**src/inc/mrp_regs.svh**
```systemverilog
// timing counts and field constants of the mii/rmii port
`ifndef MRP_REGS_SVH
`define MRP_REGS_SVH
`define MRP_SYS_CLK_KHZ 10000
`define MRP_REF_CLK_MAX_KHZ 50000
`define MRP_MII_FAST_KHZ 25000
`define MRP_MII_SLOW_KHZ 2500
`define MRP_DCE_HALF_100 (`MRP_REF_CLK_MAX_KHZ / `MRP_MII_FAST_KHZ / 2)
`define MRP_DCE_HALF_10 (`MRP_REF_CLK_MAX_KHZ / `MRP_MII_SLOW_KHZ / 2)
`define MRP_RMII_DEC_PERIODS 10
`define MRP_RMII_DEC_HALF (`MRP_RMII_DEC_PERIODS / 2)
`define MRP_REFO_HALF 1
`define MRP_MII_UNITS_LAST 2'h1
`define MRP_RMII_UNITS_LAST 2'h3
`define MRP_MII_SHIFT 4
`define MRP_RMII_SHIFT 2
`endif

```
**src/inc/mrp_pkg.sv**
```systemverilog
// types of the mii/rmii port
package mrp_pkg;
  typedef enum logic [2:0]
  {
    TX_IDLE = 3'h1,
    TX_SEND = 3'h2,
    TX_GAP = 3'h4
  } mrp_tx_state_e;
endpackage

```
**src/hdl/mrp_port.sv**
```systemverilog
// mac side of an mii/rmii ethernet port toward an external phy
`include "mrp_regs.svh"
`timescale 1ns/1ps
module mrp_port #(
  parameter int DIV_W = 5
) (
  input wire logic sys_clk_i,
  input wire logic rstn_i,
  input wire logic rmii_mode_i,
  input wire logic dce_mode_i,
  input wire logic speed_100_i,
  input wire logic full_duplex_i,
  input wire logic ref_clk_i,
  input wire logic tx_clk_i,
  output logic tx_clk_o,
  output logic tx_clk_oe_o,
  input wire logic rx_clk_i,
  output logic rx_clk_o,
  output logic rx_clk_oe_o,
  output logic divided_ref_clock_out_o,
  output logic tx_en_o,
  output logic [3:0] txd_o,
  input wire logic [3:0] rxd_i,
  input wire logic rx_dv_i,
  input wire logic receive_carrier_sense_i,
  input wire logic rx_err_i,
  input wire logic collision_detect_in_i,
  input wire logic [7:0] tx_byte_i,
  input wire logic tx_valid_i,
  input wire logic tx_last_i,
  output logic tx_ready_o,
  output logic tx_col_o,
  output logic [7:0] rx_byte_o,
  output logic rx_valid_o,
  output logic rx_end_o,
  output logic rx_err_o
);
  logic ref_q, txc_q, rxc_q;
  logic ref_rise, txc_rise, rxc_rise;
  logic gen_clk, gen_rise, dec_rise, refo_rise;
  logic mii_dce;
  logic tx_tick, rx_tick, rx_line_valid;
  logic [DIV_W-1:0] gen_half;
  mrp_pkg::mrp_tx_state_e tx_state, next_tx_state;
  logic [7:0] tx_sh, next_tx_sh;
  logic [1:0] tx_cnt, next_tx_cnt;
  logic tx_last_q, next_tx_last_q;
  logic next_tx_en, next_tx_ready, next_tx_col;
  logic [3:0] next_txd;
  logic [7:0] rx_sh, next_rx_sh;
  logic [1:0] rx_cnt, next_rx_cnt;
  logic rx_in_frame, next_rx_in_frame, rx_err_acc, next_rx_err_acc;
  logic [7:0] next_rx_byte;
  logic next_rx_valid, next_rx_end, next_rx_err;

  function automatic logic [3:0] first_unit(input logic [7:0] b, input logic rmii);
    first_unit = rmii ? {2'h0, b[1:0]} : b[3:0];
  endfunction

  function automatic logic [7:0] drop_unit(input logic [7:0] b, input logic rmii);
    drop_unit = rmii ? (b >> `MRP_RMII_SHIFT) : (b >> `MRP_MII_SHIFT);
  endfunction

  ////////////////////////////////////////////////////////////////////////////
  // clock edges and tick selection
  // pins are synchronous to sys_clk_i, so one stage is enough for edges
  always_ff @(posedge sys_clk_i or negedge rstn_i)
  begin
    if (!rstn_i)
    begin
      ref_q <= 1'b0;
      txc_q <= 1'b0;
      rxc_q <= 1'b0;
    end
    else
    begin
      ref_q <= ref_clk_i;
      txc_q <= tx_clk_i;
      rxc_q <= rx_clk_i;
    end
  end

  // the reference edge is only consumed in rmii or dce, so mii dte may tie it low
  assign ref_rise = ref_clk_i & ~ref_q & (rmii_mode_i | dce_mode_i);
  assign txc_rise = tx_clk_i & ~txc_q;
  assign rxc_rise = rx_clk_i & ~rxc_q;
  assign mii_dce = dce_mode_i & ~rmii_mode_i;
  assign gen_half = speed_100_i ? DIV_W'(`MRP_DCE_HALF_100) : DIV_W'(`MRP_DCE_HALF_10);

  // dce tx/rx clock made from reference edges
  mrp_clk_div #(.W(DIV_W)) u_gen_div (
    .clk_i(sys_clk_i),
    .rstn_i(rstn_i),
    .en_i(ref_rise & mii_dce),
    .half_i(gen_half),
    .clk_o(gen_clk),
    .rise_o(gen_rise)
  );

  // rmii 10 Mbps decimation of reference edges
  mrp_clk_div #(.W(DIV_W)) u_dec_div (
    .clk_i(sys_clk_i),
    .rstn_i(rstn_i),
    .en_i(ref_rise & rmii_mode_i),
    .half_i(DIV_W'(`MRP_RMII_DEC_HALF)),
    .clk_o(),
    .rise_o(dec_rise)
  );

  // reference output; its accuracy is only that of the system clock
  mrp_clk_div #(.W(DIV_W)) u_refo_div (
    .clk_i(sys_clk_i),
    .rstn_i(rstn_i),
    .en_i(1'b1),
    .half_i(DIV_W'(`MRP_REFO_HALF)),
    .clk_o(divided_ref_clock_out_o),
    .rise_o(refo_rise)
  );

  assign tx_clk_o = gen_clk;
  assign rx_clk_o = gen_clk;

  always_comb
  begin
    if (rmii_mode_i)
    begin
      tx_tick = speed_100_i ? ref_rise : dec_rise;
      rx_tick = speed_100_i ? ref_rise : dec_rise;
    end
    else
    begin
      tx_tick = dce_mode_i ? gen_rise : txc_rise;
      rx_tick = dce_mode_i ? gen_rise : rxc_rise;
    end
  end

  always_ff @(posedge sys_clk_i or negedge rstn_i)
  begin
    if (!rstn_i)
    begin
      tx_clk_oe_o <= 1'b0;
      rx_clk_oe_o <= 1'b0;
    end
    else
    begin
      tx_clk_oe_o <= mii_dce;
      rx_clk_oe_o <= mii_dce;
    end
  end

  ////////////////////////////////////////////////////////////////////////////
  // transmit
  always_comb
  begin
    next_tx_state = tx_state;
    next_tx_sh = tx_sh;
    next_tx_cnt = tx_cnt;
    next_tx_last_q = tx_last_q;
    next_tx_en = tx_en_o;
    next_txd = txd_o;
    next_tx_ready = 1'b0;
    next_tx_col = 1'b0;
    if (tx_tick)
    begin
      case (tx_state)
        mrp_pkg::TX_IDLE:
        begin
          next_tx_en = 1'b0;
          if (tx_valid_i)
          begin
            next_tx_ready = 1'b1;
            next_tx_last_q = tx_last_i;
            next_txd = first_unit(tx_byte_i, rmii_mode_i);
            next_tx_sh = drop_unit(tx_byte_i, rmii_mode_i);
            next_tx_cnt = rmii_mode_i ? `MRP_RMII_UNITS_LAST : `MRP_MII_UNITS_LAST;
            next_tx_en = 1'b1;
            next_tx_state = mrp_pkg::TX_SEND;
          end
        end
        mrp_pkg::TX_SEND:
        begin
          if (collision_detect_in_i && !full_duplex_i)
          begin
            next_tx_col = 1'b1;
            next_tx_en = 1'b0;
            next_tx_state = mrp_pkg::TX_GAP;
          end
          else if (tx_cnt != 2'h0)
          begin
            next_txd = first_unit(tx_sh, rmii_mode_i);
            next_tx_sh = drop_unit(tx_sh, rmii_mode_i);
            next_tx_cnt = tx_cnt - 2'h1;
          end
          else if (!tx_last_q && tx_valid_i)
          begin
            next_tx_ready = 1'b1;
            next_tx_last_q = tx_last_i;
            next_txd = first_unit(tx_byte_i, rmii_mode_i);
            next_tx_sh = drop_unit(tx_byte_i, rmii_mode_i);
            next_tx_cnt = rmii_mode_i ? `MRP_RMII_UNITS_LAST : `MRP_MII_UNITS_LAST;
          end
          else
          begin
            // an underrun ends the frame as well
            next_tx_en = 1'b0;
            next_tx_state = mrp_pkg::TX_GAP;
          end
        end
        mrp_pkg::TX_GAP:
        begin
          next_tx_state = mrp_pkg::TX_IDLE;
        end
        default:
        begin
          next_tx_en = 1'b0;
          next_tx_state = mrp_pkg::TX_IDLE;
        end
      endcase
    end
  end

  always_ff @(posedge sys_clk_i or negedge rstn_i)
  begin
    if (!rstn_i)
    begin
      tx_state <= mrp_pkg::TX_IDLE;
      tx_sh <= 8'h00;
      tx_cnt <= 2'h0;
      tx_last_q <= 1'b0;
      tx_en_o <= 1'b0;
      txd_o <= 4'h0;
      tx_ready_o <= 1'b0;
      tx_col_o <= 1'b0;
    end
    else
    begin
      tx_state <= next_tx_state;
      tx_sh <= next_tx_sh;
      tx_cnt <= next_tx_cnt;
      tx_last_q <= next_tx_last_q;
      tx_en_o <= next_tx_en;
      txd_o <= next_txd;
      tx_ready_o <= next_tx_ready;
      tx_col_o <= next_tx_col;
    end
  end

  ////////////////////////////////////////////////////////////////////////////
  // receive
  assign rx_line_valid = rmii_mode_i ? receive_carrier_sense_i : rx_dv_i;

  always_comb
  begin
    next_rx_sh = rx_sh;
    next_rx_cnt = rx_cnt;
    next_rx_in_frame = rx_in_frame;
    next_rx_err_acc = rx_err_acc;
    next_rx_byte = rx_byte_o;
    next_rx_valid = 1'b0;
    next_rx_end = 1'b0;
    next_rx_err = rx_err_o;
    if (rx_tick)
    begin
      if (rx_line_valid)
      begin
        next_rx_in_frame = 1'b1;
        next_rx_err_acc = rx_err_acc | rx_err_i;
        next_rx_sh = rmii_mode_i ? {rxd_i[1:0], rx_sh[7:2]} : {rxd_i, rx_sh[7:4]};
        if (rx_cnt == (rmii_mode_i ? `MRP_RMII_UNITS_LAST : `MRP_MII_UNITS_LAST))
        begin
          next_rx_cnt = 2'h0;
          next_rx_byte = next_rx_sh;
          next_rx_valid = 1'b1;
        end
        else
        begin
          next_rx_cnt = rx_cnt + 2'h1;
        end
      end
      else if (rx_in_frame)
      begin
        // data is discarded here; a trailing part byte flags an error
        next_rx_end = 1'b1;
        next_rx_err = rx_err_acc | (rx_cnt != 2'h0);
        next_rx_in_frame = 1'b0;
        next_rx_err_acc = 1'b0;
        next_rx_cnt = 2'h0;
      end
    end
  end

  always_ff @(posedge sys_clk_i or negedge rstn_i)
  begin
    if (!rstn_i)
    begin
      rx_sh <= 8'h00;
      rx_cnt <= 2'h0;
      rx_in_frame <= 1'b0;
      rx_err_acc <= 1'b0;
      rx_byte_o <= 8'h00;
      rx_valid_o <= 1'b0;
      rx_end_o <= 1'b0;
      rx_err_o <= 1'b0;
    end
    else
    begin
      rx_sh <= next_rx_sh;
      rx_cnt <= next_rx_cnt;
      rx_in_frame <= next_rx_in_frame;
      rx_err_acc <= next_rx_err_acc;
      rx_byte_o <= next_rx_byte;
      rx_valid_o <= next_rx_valid;
      rx_end_o <= next_rx_end;
      rx_err_o <= next_rx_err;
    end
  end

  ////////////////////////////////////////////////////////////////////////////
  // checks
  // assertion helper: reference edges since the last decimated tick; it starts at
  // the divider's half count because the first decimated tick comes after half a period
  logic [4:0] ref_gap;
  logic [4:0] next_ref_gap;

  always_comb
  begin
    next_ref_gap = ref_gap;
    if (dec_rise)
    begin
      next_ref_gap = {4'h0, ref_rise & rmii_mode_i};
    end
    else if (ref_rise && rmii_mode_i && ref_gap != 5'h1F)
    begin
      next_ref_gap = ref_gap + 5'h01;
    end
  end

  always_ff @(posedge sys_clk_i or negedge rstn_i)
  begin
    if (!rstn_i)
    begin
      ref_gap <= 5'(`MRP_RMII_DEC_HALF);
    end
    else
    begin
      ref_gap <= next_ref_gap;
    end
  end
endmodule

```
**src/hdl/mrp_clk_div.sv**
```systemverilog
// counting clock divider with a registered rising-edge pulse
`timescale 1ns/1ps
module mrp_clk_div #(
  parameter int W = 4
) (
  input wire logic clk_i,
  input wire logic rstn_i,
  input wire logic en_i,
  input wire logic [W-1:0] half_i,
  output logic clk_o,
  output logic rise_o
);
  logic [W-1:0] cnt;
  logic [W-1:0] next_cnt;
  logic next_clk;
  logic next_rise;

  // half_i counts enable pulses per half period; zero behaves as one
  always_comb
  begin
    next_cnt = cnt;
    next_clk = clk_o;
    next_rise = 1'b0;
    if (en_i)
    begin
      if (W'(cnt + W'(1)) >= half_i)
      begin
        next_cnt = {W{1'b0}};
        next_clk = ~clk_o;
        next_rise = ~clk_o;
      end
      else
      begin
        next_cnt = W'(cnt + W'(1));
      end
    end
  end

  always_ff @(posedge clk_i or negedge rstn_i)
  begin
    if (!rstn_i)
    begin
      cnt <= {W{1'b0}};
      clk_o <= 1'b0;
      rise_o <= 1'b0;
    end
    else
    begin
      cnt <= next_cnt;
      clk_o <= next_clk;
      rise_o <= next_rise;
    end
  end
endmodule

```
**config.mk**
```make
export PLATFORM = sky130hd
export DESIGN_NAME = mrp_port
export DESIGN_NICKNAME = d
export VERILOG_FILES = /design/src/inc/mrp_pkg.sv /design/src/hdl/mrp_port.sv /design/src/hdl/mrp_clk_div.sv
export VERILOG_INCLUDE_DIRS = /design/src /design/src/inc
export SDC_FILE = /design/constraint.sdc
export NUM_CORES = 1
export LEC_CHECK = 0
export ABC_AREA = 1
export BUFFER_PORTS_ARGS = -buffer_cell sky130_fd_sc_hd__buf_2
export CAP_MARGIN = 20
export CELL_PAD_IN_SITES_DETAIL_PLACEMENT = 0
export CELL_PAD_IN_SITES_GLOBAL_PLACEMENT = 1
export CORE_MARGIN = 10
export CORE_UTILIZATION = 30
export DETAILED_ROUTE_END_ITERATION = 12
export PLACE_DENSITY = 0.62
export REMOVE_ABC_BUFFERS = 1
export SYNTH_ARGS = -nofsm -noshare
export SYNTH_HDL_FRONTEND = slang
export SYNTH_SLANG_ARGS = --single-unit
```
**constraint.sdc**
```tcl
create_clock -name sys_clk_i -period 1.9 [get_ports sys_clk_i]
set_clock_uncertainty 0.05 [all_clocks]
set_input_delay 0.285 -clock sys_clk_i [delete_from_list [all_inputs] [get_ports sys_clk_i]]
set_output_delay 0.285 -clock sys_clk_i [all_outputs]
set_load 0.01 [all_outputs]
```
Yosys cells after proc, flatten, opt, wreduce, memory -nomap -nowiden
Index checks and enable logic that the tools add are counted.
Widths: inputs -> output; s select.
- bits in writable memories: 0
- bits in latches: 0
- input bits: 27
- memories: 0
- flip-flop bits (word level): 68
- word-level logic and storage cells: 154
- bits in read-only memories: 0
- shift operators: 0
- multipliers: 0
- bitwise logic cells: 19
- muxes and demuxes: 70
- reductions and logical operators: 18
- add/sub/neg operators: 5
- div/mod/pow operators: 0
- equality and inequality tests: 11
- magnitude comparators: 3
- operators by type and width (operator ; number):
    $mux 8 ; 5
    $mux 1 ; 34
    $mux 4 ; 7
    $mux 2 ; 8
    $pmux 8 s2 ; 1
    $add 5x1->5 const B ; 3
    $mux 5 ; 3
    $mux 3 ; 4
    $mux 6 ; 2
    $ne 3x3->1 const B ; 3
    $not 1->1 ; 9
    $ne 2x2->1 const B ; 4
    $pmux 4 s2 ; 1
    $reduce_and 2->1 ; 4
    $reduce_and 4->1 ; 2
    $reduce_bool 2->1 ; 4
    $and 1x1->1 ; 7
    $pmux 3 s2 ; 1
    $reduce_and 3->1 ; 2
    $reduce_and 6->1 ; 1
    $ge 5x1->1 const B ; 1
    $ge 5x3->1 const B ; 1
    $ge 5x4->1 ; 1
    $reduce_and 5->1 ; 1
    other kinds (12) ; 17

Depth between registers and ports, before layout
- depth in word-level cells: 7
- depth in mapped cells: 10
- gate-level depth less buffers: 10

Modules after synthesis
Synthesis repeated with hierarchy kept, for this count alone.
- cell total of the unflattened synthesis: 528
- area total of the unflattened synthesis: 3852.4 sq um
- by module, submodules not included (module ; area each (sq um) ; cells an instance ; times used):
    mrp_port ; 2392.3 ; 330 ; 1
    mrp_clk_div ; 486.7 ; 66 ; 3

Least setup slack after synthesis
OpenSTA, ideal clock, no wires.
- kind: reg2reg
- start point: register u_gen_div.cnt[0]
- end point: register u_gen_div.clk_o
- data required time: 1.732 ns
- period minus slack after synthesis: 1.564 ns
- arrival time: 1.396 ns
- stages on the path, launching flop included: 10
- setup slack: 0.336 ns
- setup time: 0.118 ns
- cell sequence: dfrtp_1 > ha_1 > ha_1 > nand2_1 > nand3_1 > nand2_1 > nand2_1 > nand2_1 > nand2_1 > nand2_1
- cells in the longest elaborated chain, start to end: 3
- ends and longest elaborated chain (element ; RTL line ; source):
    start, declared ; mrp_clk_div.sv:13 ; logic [W-1:0] cnt;
    start signal, assigned ; mrp_clk_div.sv:43 ; cnt <= {W{1'b0}};
    start signal, assigned ; mrp_clk_div.sv:49 ; cnt <= next_cnt;
    $add 5x1->5 ; mrp_clk_div.sv:26 ; if (W'(cnt + W'(1)) >= half_i)
    $ge 5x4->1 ; mrp_clk_div.sv:26 ;
    $reduce_and 2->1 (no source line) ; - ;
    end signal, assigned ; mrp_clk_div.sv:50 ; clk_o <= next_clk;
    end, declared ; mrp_clk_div.sv:10 ; output logic clk_o,
Every way passes these cells.
A chain may end at the register's enable or synchronous reset.

Worst setup path in the final report
Same ends and word-level chain as after synthesis.

==> flow_metrics.tcl <==
set metrics [dict create \
    cts.path.max_buffers 2 \
    io_buffers 49 \
    setup_tns_ns 0 \
    path_class "flip-flop to flip-flop" \
    grt.total_usage_pct 10.6 \
    synth_top_cell_by_area "dfrtp_1" \
    cts_resized 0 \
    routabilityCongestion 0.786 \
    synth_top_area_share_pct 45.5 \
    hpwl_um 6070 \
    cts_tree "done" \
    endpoint_kind "flip-flop" \
    synth_area_per_cell_um2 7.52 \
    synth_mux_area_share_pct 0 \
    gr-total-overflow 0 \
    synth-simple-area-share_pct 35.0 \
    cts_setup_buffers 0 \
    syn_inst 461 \
    post_drt_wl_per_cell_um 12.3 \
    first_global_vias 2924 \
    clk_pin_slew_ns 0.05 \
    dr.pass1.iters 4 \
    max_freq_mhz 579 \
    vias_per_cell 4.42 \
    rows 39 \
    start_util_pct 30.5 \
    synthToLayoutAreaGrowth_pct 19.7 \
    whs_ns 0.0434 \
    path_buf_inv 0 \
    crit_fanout 6 \
    startpoint_type "flip-flop" \
    synth_top_family_by_area "simple AND/OR/NAND/NOR gates" \
    arrival_ns 1.89 \
    antenna_found_initial 0 \
    ys_top_cells_by_area "dfrtp_1 (45%), nand2_1 (19%), nand3_1 (6.6%), inv_1 (6.4%), ha_1 (3.2%)" \
    status "complete, no violations" \
    tightestPinTransition_ns 0.546 \
    required_ns 2.06 \
    die_y_um 127 \
    hp-class "input port to flip-flop" \
    die_width_um 127 \
    wl_um 8200 \
    ys_seq_area_share_pct 46.2 \
    crit_chain "ha_1 -> ha_1 -> nand2_1 -> nand3_1 -> nand2_1 -> nand2_1 -> nand2_1 -> nand2_1 -> nand2_1" \
    setup-violations-final 0 \
    antenna_left 0 \
    cap_violations 0 \
    hold_viol_final 0 \
    root_buffer "clkbuf_16" \
    synth-adder-area-share_pct 3.25 \
    synth-compound-area-share_pct 4.58 \
    slowest_delay_ns 0.43 \
    leakagePower_nw 2.36 \
    critPathTopFamily "adder cells" \
    num_vias 2958 \
    peakVddDrop_mv 0.522 \
    yosys_warnings 0 \
    cp_common_cell "nand2_1" \
    slew_violations 0 \
    nNetsFinal 558 \
    synth_area_um2 3470 \
    io-pin-count 50 \
    min_period_ns 1.73 \
    grt_first_pass_wirelength_um 14200 \
    dieArea_um2 16300 \
    synth_xor_area_share_pct 0.505 \
    synth_seq_cells 64 \
    rsz0062_at_grt "no" \
    maxSlewHeadroom_pct 63.6 \
    hold_buffers 1 \
    cts.sinks 64 \
    core-area_um2 11400 \
    grt_max_degree 29 \
    cp_slowest_cell "dfrtp_1" \
    period_share_pct 90.9 \
    layout-drive-gt1-share_pct 16.7 \
    drc_errors 0 \
    yosysUniqueCellTypes 27 \
    numCtsBuffers 9 \
    htree_num_levels 3 \
    clock_latency_ns 0.33 \
    powerDensity_nw_per_um2 1310 \
    antenna_cells 0 \
    drtIter0Drc 264 \
]
-- worst register-to-register path, cell delays in order (launching register included) --
cell and delay (ns):
dfrtp_1 0.43, ha_1 0.33, ha_1 0.28, nand2_1 0.05
nand3_1 0.07, nand2_1 0.05, nand2_1 0.17, nand2_1 0.07
nand2_1 0.07, nand2_1 0.04
-- synth_stat cells (all sizes together) --
library cell,number
nand3,48
conb,1
nand2,183
a21oi,7
ha,9
dfstp,1
dfrtp,63
buf,15
nor3,2
nand3b,4
xor2,2
nor2,31
o21ai,21
and2,2
nand4,9
o22ai,3
inv,60
-- registers in the layout, indices dropped and copies added (netlist names), 2 cells and up --
| signal | flops |
|---|---|
| tx_state | 3 |
| u_refo_div.cnt | 5 |
| rx_cnt | 2 |
| tx_cnt | 2 |
| rx_byte_o | 8 |
| tx_sh | 6 |
| txd_o | 4 |
| rx_sh | 6 |
| u_gen_div.cnt | 5 |
| u_dec_div.cnt | 5 |
-- worst paths after layout --
kind	from	end	slack, ns	cells past startpoint
max	u_gen_div.cnt[0]$_DFFE_PN0P_	u_gen_div.clk_o$_DFFE_PN0P_	0.17	9
min	ref_clk_i	ref_q$_DFF_PN0_	0.04	1
max reg2reg	u_gen_div.cnt[0]$_DFFE_PN0P_	u_gen_div.clk_o$_DFFE_PN0P_	0.17	9
min reg2reg	rx_byte_o[0]$_DFFE_PN0P_	rx_byte_o[0]$_DFFE_PN0P_	0.41	2
max in group asynchronous	rstn_i	rx_cnt[1]$_DFFE_PN0P_	0.83	3
min in group asynchronous	rstn_i	u_refo_div.cnt[0]$_DFF_PN0_	0.43	2
-- cells by family after synthesis --
| kind of cell | after synthesis |
|---|---|
| other | 1 |
| adder cells (fa/ha/maj) | 9 |
| flip-flops | 64 |
| XOR/XNOR | 2 |
| buffers and inverters | 75 |
| AO/OA/AOI/OAI | 31 |
| AND/OR/NAND/NOR | 279 |
-- metrics by stage --
stage / power [mW] / area [um^2] / instances / util, % / setup WS [ns]
6_report: 5.43 / 4150 / 669 / 36.5 / 0.173
5_1_grt: 5.91 / 4150 / 669 / 36.5 / 0.0197
4_1_cts: 5.50 / 4150 / 669 / 36.5 / 0.153
3_5_place_dp: 4.01 / 3880 / 653 / 34.2 / 0.169
3_3_place_gp: 3.99 / 3880 / 653 / 34.2 / 0.175
2_1_floorplan: 3.32 / 3350 / 450 / - / 0.311
-- cell usage in the layout, fill, tap and decap left out, types with 16 or more instances in the layout --
| master | netlist | final |
|---|---|---|
| nand3_1 | 46 | 46 |
| buf_2 | 4 | 49 |
| inv_1 | 59 | 59 |
| nand2_1 | 178 | 178 |
| dfrtp_1 | 63 | 63 |
| nor2_1 | 26 | 26 |
| o21ai_0 | 16 | 16 |
-- layer usage --
layer	track usage, %	routed length, um	vias to the layer above
li1	-	-	1552
met1	14.3	4140	1332
met2	15.6	3480	67
met3	3.72	494	7
met4	3.01	78	0
met5	0	0	-
-- report_power, final --
group | total [mW] | leakage (nW) | switching, mW | internal (mW)
logic | 1.86 | 1.41 | 1.18 | 0.689
clock network | 1.47 | 0.125 | 0.600 | 0.869
registers | 2.10 | 0.820 | 0.312 | 1.79
-- layout make-up --
cell class | count | area [um^2]
fill | 1219 | 7220
sequential | 64 | 1600
multi-input combinational | 326 | 1520
timing repair buffer | 61 | 363
clock buffer | 11 | 233
inverter | 60 | 228
tap | 143 | 179
clock inverter | 4 | 22.5
No activity file was read; power rests on OpenSTA's default activity.
